### src/pkg/lalm_pkg.sv
/*
 lane alignment link monitor: register map, field positions, reset values,
 thresholds and the lane synchronisation state type.
 assumes a 16-bit management register port on the monitor's own clock.
*/
package lalm_pkg;
  // register offsets
  localparam logic [4:0] ADDR_CFG = 5'h0C;
  localparam logic [4:0] ADDR_TMR = 5'h0D;
  // reset values and writable bits (bit 3 has no function, reads zero)
  localparam logic [15:0] CFG_RST = 16'h03F0;
  localparam logic [15:0] CFG_WMASK = 16'hFFF7;
  localparam logic [15:0] TMR_RST = 16'hFFFF;
  // lane_align_config field positions
  localparam int CFG_THR_LSB = 0;
  localparam int CFG_REALIGN = 2;
  localparam int CFG_PLL_MASK = 4;
  localparam int CFG_LOS_MASK = 5;
  localparam int CFG_DEC_MASK = 7;
  localparam int CFG_SPACE_LSB = 8;
  localparam int CFG_HYS_LSB = 10;
  localparam int CFG_LSEL_LSB = 12;
  // error-rate thresholds, link good when count is below
  localparam logic [9:0] THR_0 = 10'h001;
  localparam logic [9:0] THR_1 = 10'h00F;
  localparam logic [9:0] THR_2 = 10'h07F;
  localparam logic [9:0] THR_3 = 10'h3FF;
  localparam logic [9:0] ERR_CNT_MAX = 10'h3FF;
  // least spacing between alignment characters
  localparam logic [4:0] SPACE_8 = 5'h08;
  localparam logic [4:0] SPACE_16 = 5'h10;
  localparam logic [4:0] SPACE_24 = 5'h18;
  // synchronisation counts
  localparam logic [1:0] ACQ_ALIGNS = 2'h3;
  localparam logic [1:0] GOOD_RUN = 2'h3;
  localparam logic [1:0] ERR_LVL_MAX = 2'h3;
  localparam int NUM_LANES = 4;

  typedef enum logic [1:0] {LALM_LOS, LALM_ACQ, LALM_SYNC} lalm_sync_t;
endpackage : lalm_pkg

### src/rtl/lalm_lane_sync.sv
/*
 one lane's character synchronisation machine with selectable error
 hysteresis and a least-spacing check on alignment characters.
 assumes lane character strobes come from logic on the same clock.
*/
`timescale 1ns/1ps
module lalm_lane_sync (
  // clock and reset
  input wire logic clk,
  input wire logic nrst,
  // lane characters
  input wire logic char_valid,
  input wire logic align_char,
  input wire logic code_err,
  // configuration
  input wire logic [1:0] hyst_sel,
  input wire logic [1:0] spacing_sel,
  input wire logic restart,
  // status
  output logic aligned
);
  lalm_pkg::lalm_sync_t st_q, st_d;
  logic [4:0] gap_q, gap_d;
  logic [1:0] cnt_q, cnt_d;
  logic [1:0] good_q, good_d;
  logic [4:0] min_gap;
  logic align_ok;

  always_comb begin
    case (spacing_sel)
      2'b00: min_gap = lalm_pkg::SPACE_8;
      2'b01: min_gap = lalm_pkg::SPACE_16;
      default: min_gap = lalm_pkg::SPACE_24;
    endcase
  end

  // alignment characters closer than the spacing are ignored
  assign align_ok = char_valid && align_char && !code_err && (gap_q >= min_gap);

  always_comb begin
    st_d = st_q;
    cnt_d = cnt_q;
    good_d = good_q;
    gap_d = gap_q;
    if (char_valid) begin
      if (align_ok) begin
        gap_d = 5'h01;
      end else if (gap_q < lalm_pkg::SPACE_24) begin
        gap_d = gap_q + 5'h01;
      end
    end
    case (st_q)
      lalm_pkg::LALM_LOS: begin
        if (align_ok) begin
          st_d = lalm_pkg::LALM_ACQ;
          cnt_d = 2'h1;
        end
      end
      lalm_pkg::LALM_ACQ: begin
        if (char_valid && code_err) begin
          st_d = lalm_pkg::LALM_LOS;
          cnt_d = 2'h0;
        end else if (align_ok) begin
          cnt_d = cnt_q + 2'h1;
          if (cnt_q + 2'h1 == lalm_pkg::ACQ_ALIGNS) begin
            st_d = lalm_pkg::LALM_SYNC;
            cnt_d = 2'h0;
            good_d = 2'h0;
          end
        end
      end
      lalm_pkg::LALM_SYNC: begin
        if (char_valid && code_err) begin
          good_d = 2'h0;
          if (hyst_sel == 2'b00) begin
            // standard hysteresis: fourth unrecovered error loses sync
            if (cnt_q == lalm_pkg::ERR_LVL_MAX) begin
              st_d = lalm_pkg::LALM_LOS;
              cnt_d = 2'h0;
            end else begin
              cnt_d = cnt_q + 2'h1;
            end
          end else if (cnt_q >= hyst_sel - 2'h1) begin
            st_d = lalm_pkg::LALM_LOS;
            cnt_d = 2'h0;
          end else begin
            cnt_d = cnt_q + 2'h1;
          end
        end else if (char_valid) begin
          if (hyst_sel != 2'b00) begin
            cnt_d = 2'h0;
          end else if (cnt_q != 2'h0) begin
            good_d = good_q + 2'h1;
            if (good_q == lalm_pkg::GOOD_RUN) begin
              cnt_d = cnt_q - 2'h1;
              good_d = 2'h0;
            end
          end
        end
      end
      default: st_d = lalm_pkg::LALM_LOS;
    endcase
    if (restart) begin
      st_d = lalm_pkg::LALM_LOS;
      cnt_d = 2'h0;
      good_d = 2'h0;
    end
  end

  always_ff @(posedge clk) begin
    if (!nrst) begin
      st_q <= lalm_pkg::LALM_LOS;
      gap_q <= lalm_pkg::SPACE_24;
      cnt_q <= 2'h0;
      good_q <= 2'h0;
    end else begin
      st_q <= st_d;
      gap_q <= gap_d;
      cnt_q <= cnt_d;
      good_q <= good_d;
    end
  end

  assign aligned = (st_q == lalm_pkg::LALM_SYNC);

  a_fast_drop_one:
    assert property (@(posedge clk) disable iff (!nrst)
      (st_q == lalm_pkg::LALM_SYNC && hyst_sel == 2'b01 && char_valid && code_err && !restart)
      |=> st_q == lalm_pkg::LALM_LOS)
      else $error("single error did not drop sync");
  a_std_hyst_hold:
    assert property (@(posedge clk) disable iff (!nrst)
      (st_q == lalm_pkg::LALM_SYNC && hyst_sel == 2'b00 && cnt_q != lalm_pkg::ERR_LVL_MAX
       && !restart) |=> st_q == lalm_pkg::LALM_SYNC)
      else $error("standard hysteresis lost sync early");
  a_spacing_reject:
    assert property (@(posedge clk) disable iff (!nrst)
      (st_q == lalm_pkg::LALM_LOS && gap_q < min_gap && !restart) |=> st_q == lalm_pkg::LALM_LOS)
      else $error("close alignment character accepted");
endmodule : lalm_lane_sync

### src/rtl/lalm_link_monitor.sv
/*
 lane alignment slave link monitor: configuration and error-rate timer
 registers, four lane sync machines, lane status mirror, error-rate check
 and the latched-low link status flag.
 assumes: registers written on the management clock clk; loss-of-signal and
 pll lock arrive asynchronously; lane character strobes, the error-rate
 enable and the status read strobe come from logic on clk.
*/
// How it works
// - a two-bit selector picks which of four lanes drives the lane status output, lane 0 at reset.
// - selector 00 makes a synced lane leave sync only through the standard error hysteresis or a realign.
// - selector 01, 10, 11 drops sync at once after one, two or three adjacent errors.
// - alignment characters closer than 8, 16 or 24 characters are ignored, 24 at reset.
// - with the decode mask clear, decode errors of enabled lanes fail the link at or over threshold.
// - with the loss-of-signal mask clear, loss of signal on an enabled lane fails the link.
// - with the pll mask clear, loss of pll lock fails the link.
// - writing one to the realign bit restarts alignment on every lane.
// - the realign bit clears itself on the following clock.
// - at timer expiry the link is good only if errors are below 1, 15, 127 or 1023.
// - the error-rate period is a 16-bit register that resets to all ones.
// - threshold, timer and decode-error contribution act only while the rate check is enabled.
// - the configuration register resets to 0x03F0, its top two bits plain storage.
// - link ok rises on sync and alignment and stays low after a loss until status is read.
`timescale 1ns/1ps
module lalm_link_monitor (
  // clock and reset
  input wire logic clk,
  input wire logic nrst,
  // management registers
  input wire logic reg_wr,
  input wire logic reg_rd,
  input wire logic [4:0] reg_addr,
  input wire logic [15:0] reg_wdata,
  output logic [15:0] reg_rdata,
  // lane characters from the deserialisers
  input wire logic [3:0] lane_char_valid,
  input wire logic [3:0] lane_align_char,
  input wire logic [3:0] lane_code_err,
  input wire logic [3:0] lane_enable,
  // asynchronous analog status
  input wire logic [3:0] lane_los,
  input wire logic pll_lock,
  // channel control
  input wire logic ber_enable,
  input wire logic status_read,
  // status
  output logic lane_status,
  output logic ber_link_ok,
  output logic training_slave_link_ok
);
  logic [15:0] cfg_q, cfg_d, tmr_q, tmr_d, rdata_q, rdata_d;
  logic [15:0] cnt_q, cnt_d;
  logic [9:0] err_q, err_d, thr;
  logic ber_ok_q, ber_ok_d, lost_q, lost_d, ok_q, ok_d, lsel_q, lsel_d;
  logic [4:0] s1_q, s2_q, s3_q, filt_q, filt_d;
  logic [3:0] aligned;
  logic expire, ok_live, any_err, restart;

  // register file
  always_comb begin
    cfg_d = cfg_q;
    tmr_d = tmr_q;
    cfg_d[lalm_pkg::CFG_REALIGN] = 1'b0;
    if (reg_wr && reg_addr == lalm_pkg::ADDR_CFG) begin
      cfg_d = reg_wdata & lalm_pkg::CFG_WMASK;
    end
    if (reg_wr && reg_addr == lalm_pkg::ADDR_TMR) begin
      tmr_d = reg_wdata;
    end
    rdata_d = rdata_q;
    if (reg_rd) begin
      case (reg_addr)
        lalm_pkg::ADDR_CFG: rdata_d = cfg_q;
        lalm_pkg::ADDR_TMR: rdata_d = tmr_q;
        default: rdata_d = 16'h0000;
      endcase
    end
  end

  always_ff @(posedge clk) begin
    if (!nrst) begin
      cfg_q <= lalm_pkg::CFG_RST;
      tmr_q <= lalm_pkg::TMR_RST;
      rdata_q <= 16'h0000;
    end else begin
      cfg_q <= cfg_d;
      tmr_q <= tmr_d;
      rdata_q <= rdata_d;
    end
  end

  assign restart = cfg_q[lalm_pkg::CFG_REALIGN];

  // pin synchroniser, change taken when second and third stages agree
  always_comb begin
    filt_d = (s2_q & s3_q) | (filt_q & (s2_q ^ s3_q));
  end

  always_ff @(posedge clk) begin
    if (!nrst) begin
      s1_q <= 5'h00;
      s2_q <= 5'h00;
      s3_q <= 5'h00;
      filt_q <= 5'h00;
    end else begin
      s1_q <= {pll_lock, lane_los};
      s2_q <= s1_q;
      s3_q <= s2_q;
      filt_q <= filt_d;
    end
  end

  // lane sync machines
  genvar g;
  generate
    for (g = 0; g < lalm_pkg::NUM_LANES; g = g + 1) begin : g_lane
      lalm_lane_sync u_sync (
        .clk(clk),
        .nrst(nrst),
        .char_valid(lane_char_valid[g]),
        .align_char(lane_align_char[g]),
        .code_err(lane_code_err[g]),
        .hyst_sel(cfg_q[lalm_pkg::CFG_HYS_LSB +: 2]),
        .spacing_sel(cfg_q[lalm_pkg::CFG_SPACE_LSB +: 2]),
        .restart(restart),
        .aligned(aligned[g])
      );
    end
  endgenerate

  // error-rate check
  always_comb begin
    case (cfg_q[lalm_pkg::CFG_THR_LSB +: 2])
      2'b00: thr = lalm_pkg::THR_0;
      2'b01: thr = lalm_pkg::THR_1;
      2'b10: thr = lalm_pkg::THR_2;
      default: thr = lalm_pkg::THR_3;
    endcase
  end

  assign any_err = |(lane_code_err & lane_char_valid & lane_enable);
  assign expire = (cnt_q == 16'h0000);

  always_comb begin
    err_d = err_q;
    cnt_d = cnt_q;
    ber_ok_d = ber_ok_q;
    if (!ber_enable) begin
      err_d = 10'h000;
      cnt_d = tmr_q;
      ber_ok_d = 1'b1;
    end else if (expire) begin
      ber_ok_d = (err_q < thr);
      err_d = 10'h000;
      cnt_d = tmr_q;
    end else begin
      cnt_d = cnt_q - 16'h0001;
      if (any_err && err_q != lalm_pkg::ERR_CNT_MAX) begin
        err_d = err_q + 10'h001;
      end
    end
  end

  always_ff @(posedge clk) begin
    if (!nrst) begin
      err_q <= 10'h000;
      cnt_q <= lalm_pkg::TMR_RST;
      ber_ok_q <= 1'b1;
    end else begin
      err_q <= err_d;
      cnt_q <= cnt_d;
      ber_ok_q <= ber_ok_d;
    end
  end

  // link status
  always_comb begin
    ok_live = &(aligned | ~lane_enable);
    if (!cfg_q[lalm_pkg::CFG_LOS_MASK] && |(filt_q[3:0] & lane_enable)) begin
      ok_live = 1'b0;
    end
    if (!cfg_q[lalm_pkg::CFG_PLL_MASK] && !filt_q[4]) begin
      ok_live = 1'b0;
    end
    if (!cfg_q[lalm_pkg::CFG_DEC_MASK] && ber_enable && !ber_ok_q) begin
      ok_live = 1'b0;
    end
    // loss is remembered until the status is read; a loss in the read cycle wins
    lost_d = lost_q;
    if (status_read) begin
      lost_d = 1'b0;
    end
    if (!ok_live) begin
      lost_d = 1'b1;
    end
    ok_d = ok_live && !lost_d;
    lsel_d = aligned[cfg_q[lalm_pkg::CFG_LSEL_LSB +: 2]];
  end

  always_ff @(posedge clk) begin
    if (!nrst) begin
      lost_q <= 1'b0;
      ok_q <= 1'b0;
      lsel_q <= 1'b0;
    end else begin
      lost_q <= lost_d;
      ok_q <= ok_d;
      lsel_q <= lsel_d;
    end
  end

  assign reg_rdata = rdata_q;
  assign lane_status = lsel_q;
  assign ber_link_ok = ber_ok_q;
  assign training_slave_link_ok = ok_q;

  a_realign_selfclr:
    assert property (@(posedge clk) disable iff (!nrst)
      cfg_q[lalm_pkg::CFG_REALIGN] && !reg_wr |=> !cfg_q[lalm_pkg::CFG_REALIGN])
      else $error("realign bit did not self clear");
  a_cfg_reset:
    assert property (@(posedge clk) !nrst |=> cfg_q == 16'h03F0 && tmr_q == 16'hFFFF)
      else $error("register reset value wrong");
  a_lane_mirror:
    assert property (@(posedge clk) disable iff (!nrst)
      ##1 lane_status == $past(aligned[cfg_q[13:12]]))
      else $error("lane status not mirrored");
  a_expiry_judge:
    assert property (@(posedge clk) disable iff (!nrst)
      ber_enable && expire |=> ber_link_ok == ($past(err_q) < $past(thr)) && err_q == 10'h000)
      else $error("error rate judged wrongly");
  a_timer_reload:
    assert property (@(posedge clk) disable iff (!nrst)
      ber_enable && expire |=> cnt_q == $past(tmr_q))
      else $error("timer not reloaded");
  a_ber_disabled:
    assert property (@(posedge clk) disable iff (!nrst) !ber_enable |=> ber_link_ok)
      else $error("rate check acted while disabled");
  a_pll_unmasked:
    assert property (@(posedge clk) disable iff (!nrst)
      !cfg_q[4] && !filt_q[4] |=> !training_slave_link_ok)
      else $error("pll loss ignored");
  a_los_unmasked:
    assert property (@(posedge clk) disable iff (!nrst)
      !cfg_q[5] && |(filt_q[3:0] & lane_enable) |=> !training_slave_link_ok)
      else $error("signal loss ignored");
  a_latch_low:
    assert property (@(posedge clk) disable iff (!nrst)
      !ok_live ##1 !status_read |=> !training_slave_link_ok)
      else $error("link ok rose without a status read");
  a_realign_drops:
    assert property (@(posedge clk) disable iff (!nrst) restart |=> aligned == 4'h0)
      else $error("realign did not restart lanes");

  c_link_up: cover property (@(posedge clk) disable iff (!nrst) $rose(training_slave_link_ok));
  c_ber_fail: cover property (@(posedge clk) disable iff (!nrst) $fell(ber_link_ok));
  c_realign: cover property (@(posedge clk) disable iff (!nrst) restart ##1 aligned == 4'h0);
endmodule : lalm_link_monitor

### config.mk
export PLATFORM = sky130hd
export DESIGN_NAME = lalm_link_monitor
export DESIGN_NICKNAME = d
export VERILOG_FILES = /design/src/pkg/lalm_pkg.sv /design/src/rtl/lalm_lane_sync.sv /design/src/rtl/lalm_link_monitor.sv
export SDC_FILE = /design/constraint.sdc
export NUM_CORES = 1
export LEC_CHECK = 0
export BUFFER_PORTS_ARGS = -buffer_cell sky130_fd_sc_hd__buf_4
export CAP_MARGIN = 20
export CORE_ASPECT_RATIO = 0.5
export CORE_MARGIN = 2
export CORE_UTILIZATION = 50
export DETAILED_ROUTE_END_ITERATION = 7
export GPL_TIMING_DRIVEN = 1
export HOLD_SLACK_MARGIN = 0.1
export PLACE_DENSITY = 0.69
export SLEW_MARGIN = 15
export SYNTH_ARGS = -nofsm -noshare
export SYNTH_HDL_FRONTEND = slang
export SYNTH_SLANG_ARGS = --single-unit
### constraint.sdc
create_clock -name clk -period 2.7 [get_ports clk]
set_input_delay 0.135 -clock clk [delete_from_list [all_inputs] [get_ports clk]]
set_output_delay 0.135 -clock clk [all_outputs]
set_load 0.02 [all_outputs]
Word-level counts from Yosys, hierarchy flattened:

Cells that the tools add are included.

* flip-flop bits (word level): 141
* bits of input ports: 48
* output and inout bits: 19

* muxes and demuxes: 140
* bitwise operators: 11
* add/sub/neg operators: 19
* equal/unequal tests: 82
* magnitude comparators: 14
* reductions and logical operators: 82

Operators with widths (number)
* 2-bit 2-to-1 mux: 108
* 3-bit != test (second input constant): 20
* 2-bit case mux with 3 select lines: 8
* 6-bit AND reduction: 8
* 5-bit 2-to-1 mux: 8
* 2-bit equality test (second input constant): 17
* 16-bit 2-to-1 mux: 2
* 4-bit != test (second input constant): 8
* 16-bit case mux with 2 select lines: 1
* 10-bit case mux with 3 select lines: 1
* 7-bit AND reduction: 4
* 2-bit nonzero test: 13
* 1-bit logical AND: 24
* 2-bit by 1-bit != test with 1-bit output (second input constant): 12
* 3-bit by 1-bit != test with 1-bit output (second input constant): 8
* 5-bit by 1-bit adder with 5-bit output (second input constant): 4
* 5-bit greater-or-equal comparator: 4
* 5-bit less-than comparator (second input constant): 4
* 2-bit by 1-bit adder with 2-bit output (second input constant): 8
* 16-bit logical NOT: 1
* 2-bit != test (second input constant): 8
* 2-bit case mux with 2 select lines: 4
* 16-bit by 1-bit subtractor with 16-bit output (second input constant): 1
* 2-bit logical NOT: 7
* other kinds (25): 65

Longest topological paths before layout:

* depth after elaboration: 9
* mapped depth: 8

Modules after synthesis:

From an unflattened synthesis, not the netlist that was laid out.

* cells, all modules: 909
* area, all modules: 7948.9 um^2

By module, submodules not included
* lalm_link_monitor: area each 4103.9 um^2, instances 1, cells an instance 468
* lalm_lane_sync at g_lane[0].u_sync ...: area each 949.7 um^2, instances 3, cells an instance 111
* lalm_lane_sync at g_lane[3].u_sync: area each 996.0 um^2, instances 1, cells an instance 108

Worst setup path after synthesis:

OpenSTA, ideal clock, no wires.

* kind: register to register
* from: register cfg_q[9]
* to: register g_lane[3].u_sync.cnt_q[0]
* data arrival time: 1893 ps
* path buffers: 0
* slack: 675 ps
* stages on the path, launching flop included: 8
* cell sequence: dfxtp_1 nand2b_1 ha_1 nand4b_4 a311oi_4 nor2_1 a2111oi_0 nor3_1

* longest elaborated chain between the ends: 6

Ends and longest elaborated chain
* start, declared: RTL line lalm_link_monitor.sv:51 `logic [15:0] cfg_q, cfg_d, tmr_q, tmr_d, rdata_q, rdata_d;`
* start signal, assigned: RTL line lalm_link_monitor.sv:82 `cfg_q <= lalm_pkg::CFG_RST;`
* start signal, assigned: RTL line lalm_link_monitor.sv:86 `cfg_q <= cfg_d;`
* 2-bit by 1-bit equality test with 1-bit output or 2-bit logical NOT (tied branches): RTL line lalm_lane_sync.sv:30 `case (spacing_sel)`
* 5-bit case mux with 2 select lines (*): RTL line lalm_lane_sync.sv:30
* 5-bit greater-or-equal comparator (*): RTL line lalm_lane_sync.sv:38 `assign align_ok = char_valid && align_char && !code_err && (gap_q >= min_gap);`
* 1-bit logical AND (*): RTL line lalm_lane_sync.sv:38
* 3-bit by 1-bit != test with 1-bit output (no line) or 2-bit by 1-bit != test with 1-bit output (tied branches)
* 6-bit AND reduction (no line) (*)
* end signal, assigned: RTL line lalm_lane_sync.sv:119 `cnt_q <= cnt_d;`
* end, declared: RTL line lalm_lane_sync.sv:24 `logic [1:0] cnt_q, cnt_d;`

Every way passes the cells marked *; elsewhere a longest branch is shown, timed or not.
A chain may end at the register's enable or synchronous reset.

Worst setup path after layout:

* from: register cfg_q[9]
* to: register g_lane[1].u_sync.cnt_q[0]

* longest elaborated chain between the ends: 6

Ends and longest elaborated chain (RTL line)
* 2-bit by 1-bit equality test with 1-bit output or 2-bit logical NOT (tied branches): lalm_lane_sync.sv:30
* 5-bit case mux with 2 select lines (*): lalm_lane_sync.sv:30
* 5-bit greater-or-equal comparator (*): lalm_lane_sync.sv:38
* 1-bit logical AND (*): lalm_lane_sync.sv:38
* 3-bit by 1-bit != test with 1-bit output (no line) or 2-bit by 1-bit != test with 1-bit output (tied branches)
* 6-bit AND reduction (no line) (*)
* end signal, assigned: lalm_lane_sync.sv:119
* end, declared: lalm_lane_sync.sv:24

Marked as above.

==> flow_metrics.py <==
metrics = {
    "status": {
        "status": "finished, final reports clean",
    },
    "floorplan": {
        "fp.dieW_um": 181,
        "rows": 32,
        "start_util_pct": 51.1,
        "dieArea_mm2": 0.0168,
        "pin_count": 67,
        "core_mm2": 0.0154,
        "die_y_um": 92.7,
    },
    "cts": {
        "clockBufferDepth": 2,
        "clock_latency_ps": 420,
        "clk_pin_slew_ps": 70,
        "htreeDepth": 4,
        "cts_tree": "done",
        "post_cts_buffers": 0,
        "clock-root-buffer": "clkbuf_16",
        "cts_inserted_buffers": 17,
        "clkSinkCount": 141,
    },
    "place": {
        "dpl.hpwl_um": 13200,
        "place_inst": 1145,
        "placed_area_mm2": 0.00850,
        "port_buffers": 66,
        "gp_congestion": 0.877,
    },
    "synth": {
        "synth_top_area_cell": "dfxtp_1",
        "synth_top_area_share_pct": 35.8,
        "synthTopCellsByArea": "dfxtp_1 36%, ha_1 12%, nand2_1 6.8%, nand3_1 2.9%, inv_1 2.5%",
        "synthTopCellsByCount": "143 x nand2_1, 141 x dfxtp_1, 74 x ha_1, 53 x inv_1, 46 x nand3_1",
        "yosys_most_used_dff": "dfxtp_1",
        "synth_nets": 1032,
        "async_flop_share_pct": 0,
        "avgSynthCellArea_um2": 8.65,
        "yosysMostFrequentCell": "nand2_1",
        "ys_ff_latch": 141,
        "synth_edf_count": 0,
        "seq_area_frac_synth_pct": 35.8,
        "synth_area_mm2": 0.00787,
        "synthCells": 910,
        "yosysWarnings": 0,
        "synth_cell_types": 75,
    },
    "timing": {
        "fmax_ghz": 0.418,
        "rsz0062_at_grt": "false",
        "slew_viol_final": 0,
        "relSlewSlack_pct": 55.8,
        "fin_crit_sh_pct": 88.6,
        "worst_pin_slew_ps": 663,
        "tns_ps": 0,
        "min_period_ps": 2390,
        "finalHoldViolCount": 0,
        "setup_viol": 0,
        "fin_skew_ps": 8.22,
    },
    "worst_setup_path": {
        "crit_fanout": 8,
        "crit_slowest_cell": "a31oi_1",
        "cp_num_cells": 7,
        "crit_family": "compound AO/OA/AOI/OAI gates",
        "required_ps": 2980,
        "reg2reg_from": "cfg_q[9]$_SDFFE_PN1P_",
        "worstSetupStartpoint": "cfg_q[9]$_SDFFE_PN1P_",
        "crit_top_cell": "a211oi_1",
        "critical_path_arrival_ps": 2680,
        "crit_type": "flip-flop to flip-flop",
        "critPathMaxStageDelay_ps": 540,
        "r2r_cells": 7,
        "start_kind": "flip-flop",
        "crit_chain": "nand2b_1 -> ha_1 -> nand4b_1 -> a31oi_1 -> o211ai_1 -> a211oi_1 -> a211oi_1",
        "reg2reg_slack_ps": 310,
        "path_buf_inv": 0,
        "cp-end-kind": "flip-flop",
    },
    "cells_and_area": {
        "drive_gt1_share_pct": 13.0,
        "diodes": 0,
        "stdcell_count": 1202,
        "finish.instance_area_mm2": 0.00937,
        "area_growth_pct": 19.0,
        "fin_nets": 1107,
    },
    "power_and_ir_drop": {
        "powerDensity_mw_per_mm2": 722,
        "ir_drop_mv": 0.453,
        "total_power_mw": 6.76,
        "p_leak_nw": 4.07,
    },
    "routing": {
        "ant_nets": 0,
        "drc": 0,
        "routed_wirelength_um": 18500,
        "post_drt_wl_per_cell_um": 15.4,
        "drt_pass1_iterations": 5,
        "drt_iter0_markers": 362,
        "vias": 6746,
        "via_per_inst": 5.61,
    },
    "global_routing": {
        "grt_usage_pct": 23.0,
        "grt_overflow": 0,
        "grt_pass1_wl_um": 31300,
        "antenna_found_initial": 0,
        "grt_pass1_vias": 6390,
        "grt_max_degree": 55,
    },
    "job": {
        "drv_cap": 0,
    },
    "min_path": {
        "hold_class": "input pin to flip-flop",
        "min_from": "reg_rd",
        "min_path_cells": 3,
    },
}
kinds of logic (layout without fill, tap and decap cells):
family | after synthesis | in the layout | share of synthesized area [%]
AND/OR/NAND/NOR | 360 | 360 | 23.7
AO/OA/AOI/OAI | 194 | 194 | 18.4
flip-flops | 141 | 141 | 35.8
buffers and inverters | 96 | 184 | 4.88
adder cells (fa/ha/maj) | 78 | 78 | 12.3
XOR/XNOR | 29 | 29 | 3.23
multiplexers | 12 | 12 | 1.68
per-layer routing:
| metal | global-route usage [%] | share of wire [%] | up-vias |
|---|---|---|---|
| met5 | 0 | 0 | - |
| met4 | 6.57 | 1.2 | 0 |
| met3 | 4.36 | 4.7 | 19 |
| met2 | 38.5 | 46 | 162 |
| met1 | 30.4 | 48 | 3214 |
| li1 | - | - | 3351 |
where the power goes:
part / internal (mW) / switching [mW] / leakage, nW
sequential: 2.24 / 0.144 / 1.15
clock: 1.42 / 1.06 / 0.302
combinational: 0.812 / 1.09 / 2.62
total: 4.47 / 2.30 / 4.07
placed cells by master (no fill, tap or decap), types with 4 or more instances in the layout:
master	Yosys	layout
a211oi_1	6	6
a21boi_0	15	15
a21o_1	5	5
a21oi_1	37	37
a22oi_1	18	18
a41oi_1	4	4
and2_1	20	20
and3_1	10	10
buf_4	3	74
clkbuf_16	0	17
dfxtp_1	141	141
dlygate4sd3_1	0	25
ha_1	74	74
inv_1	53	53
inv_6	0	5
inv_8	0	5
maj3_1	4	4
mux2i_1	11	11
nand2_1	143	143
nand2b_1	15	15
nand3_1	46	46
nand4_1	13	13
nor2_1	38	38
nor2b_1	22	21
nor3_1	13	13
nor3b_1	8	8
o211a_1	16	16
o211ai_1	13	13
o21a_1	9	9
o21ai_0	27	27
o21ai_1	6	6
o31a_1	4	4
o31ai_1	6	6
xnor2_1	16	16
xor2_1	13	13
cell type report:
class | instances | area, µm²
clock buffer | 17 | 425
clock inverter | 15 | 193
fill | 1305 | 6040
inverter | 53 | 199
multi-input combinational | 673 | 4670
sequential | 141 | 2820
tap | 204 | 255
timing repair buffer | 99 | 806
worst min-delay path: cells and delay by family:
| kind | cells | cell delay [ps] |
|---|---|---|
| buffers and inverters | 1 | 210 |
| AND/OR/NAND/NOR | 1 | 90 |
| AO/OA/AOI/OAI | 1 | 70 |
metrics by stage:
stage	setup slack (ps)	util [%]	hold WS (ps)
after CTS	369	60.8	124
after global routing	208	60.8	141
final	307	60.8	132
after global placement	491	55.2	345
after detailed placement	368	55.2	351
after floorplan	675	-	259
registers in the layout (all words and copies together) (netlist names):
signal and cells:
filt_q 5, err_q 10, lane_status 1, ber_link_ok 1, training_slave_link_ok 1, cfg_q 15
g_lane.u_sync.st_q 8, s1_q 5, lost_q 1, reg_rdata 16, tmr_q 16, g_lane.u_sync.cnt_q 8
g_lane.u_sync.good_q 8, g_lane.u_sync.gap_q 20, s2_q 5, s3_q 5, cnt_q 16
timing repair:
item,in CTS,in global routing
hold endpoints to repair,43,0
gates resized for setup,0,0
hold buffers,25,0
final timing paths:
path / end
setup / recovery: g_lane[1].u_sync.cnt_q[0]$_SDFFE_PP0P_
hold / removal: reg_rdata[3]$_SDFFE_PN0P_
setup reg to reg: g_lane[1].u_sync.cnt_q[0]$_SDFFE_PP0P_
hold reg to reg: s2_q[1]$_SDFF_PN0_
Power figures use the tool's default switching activity.
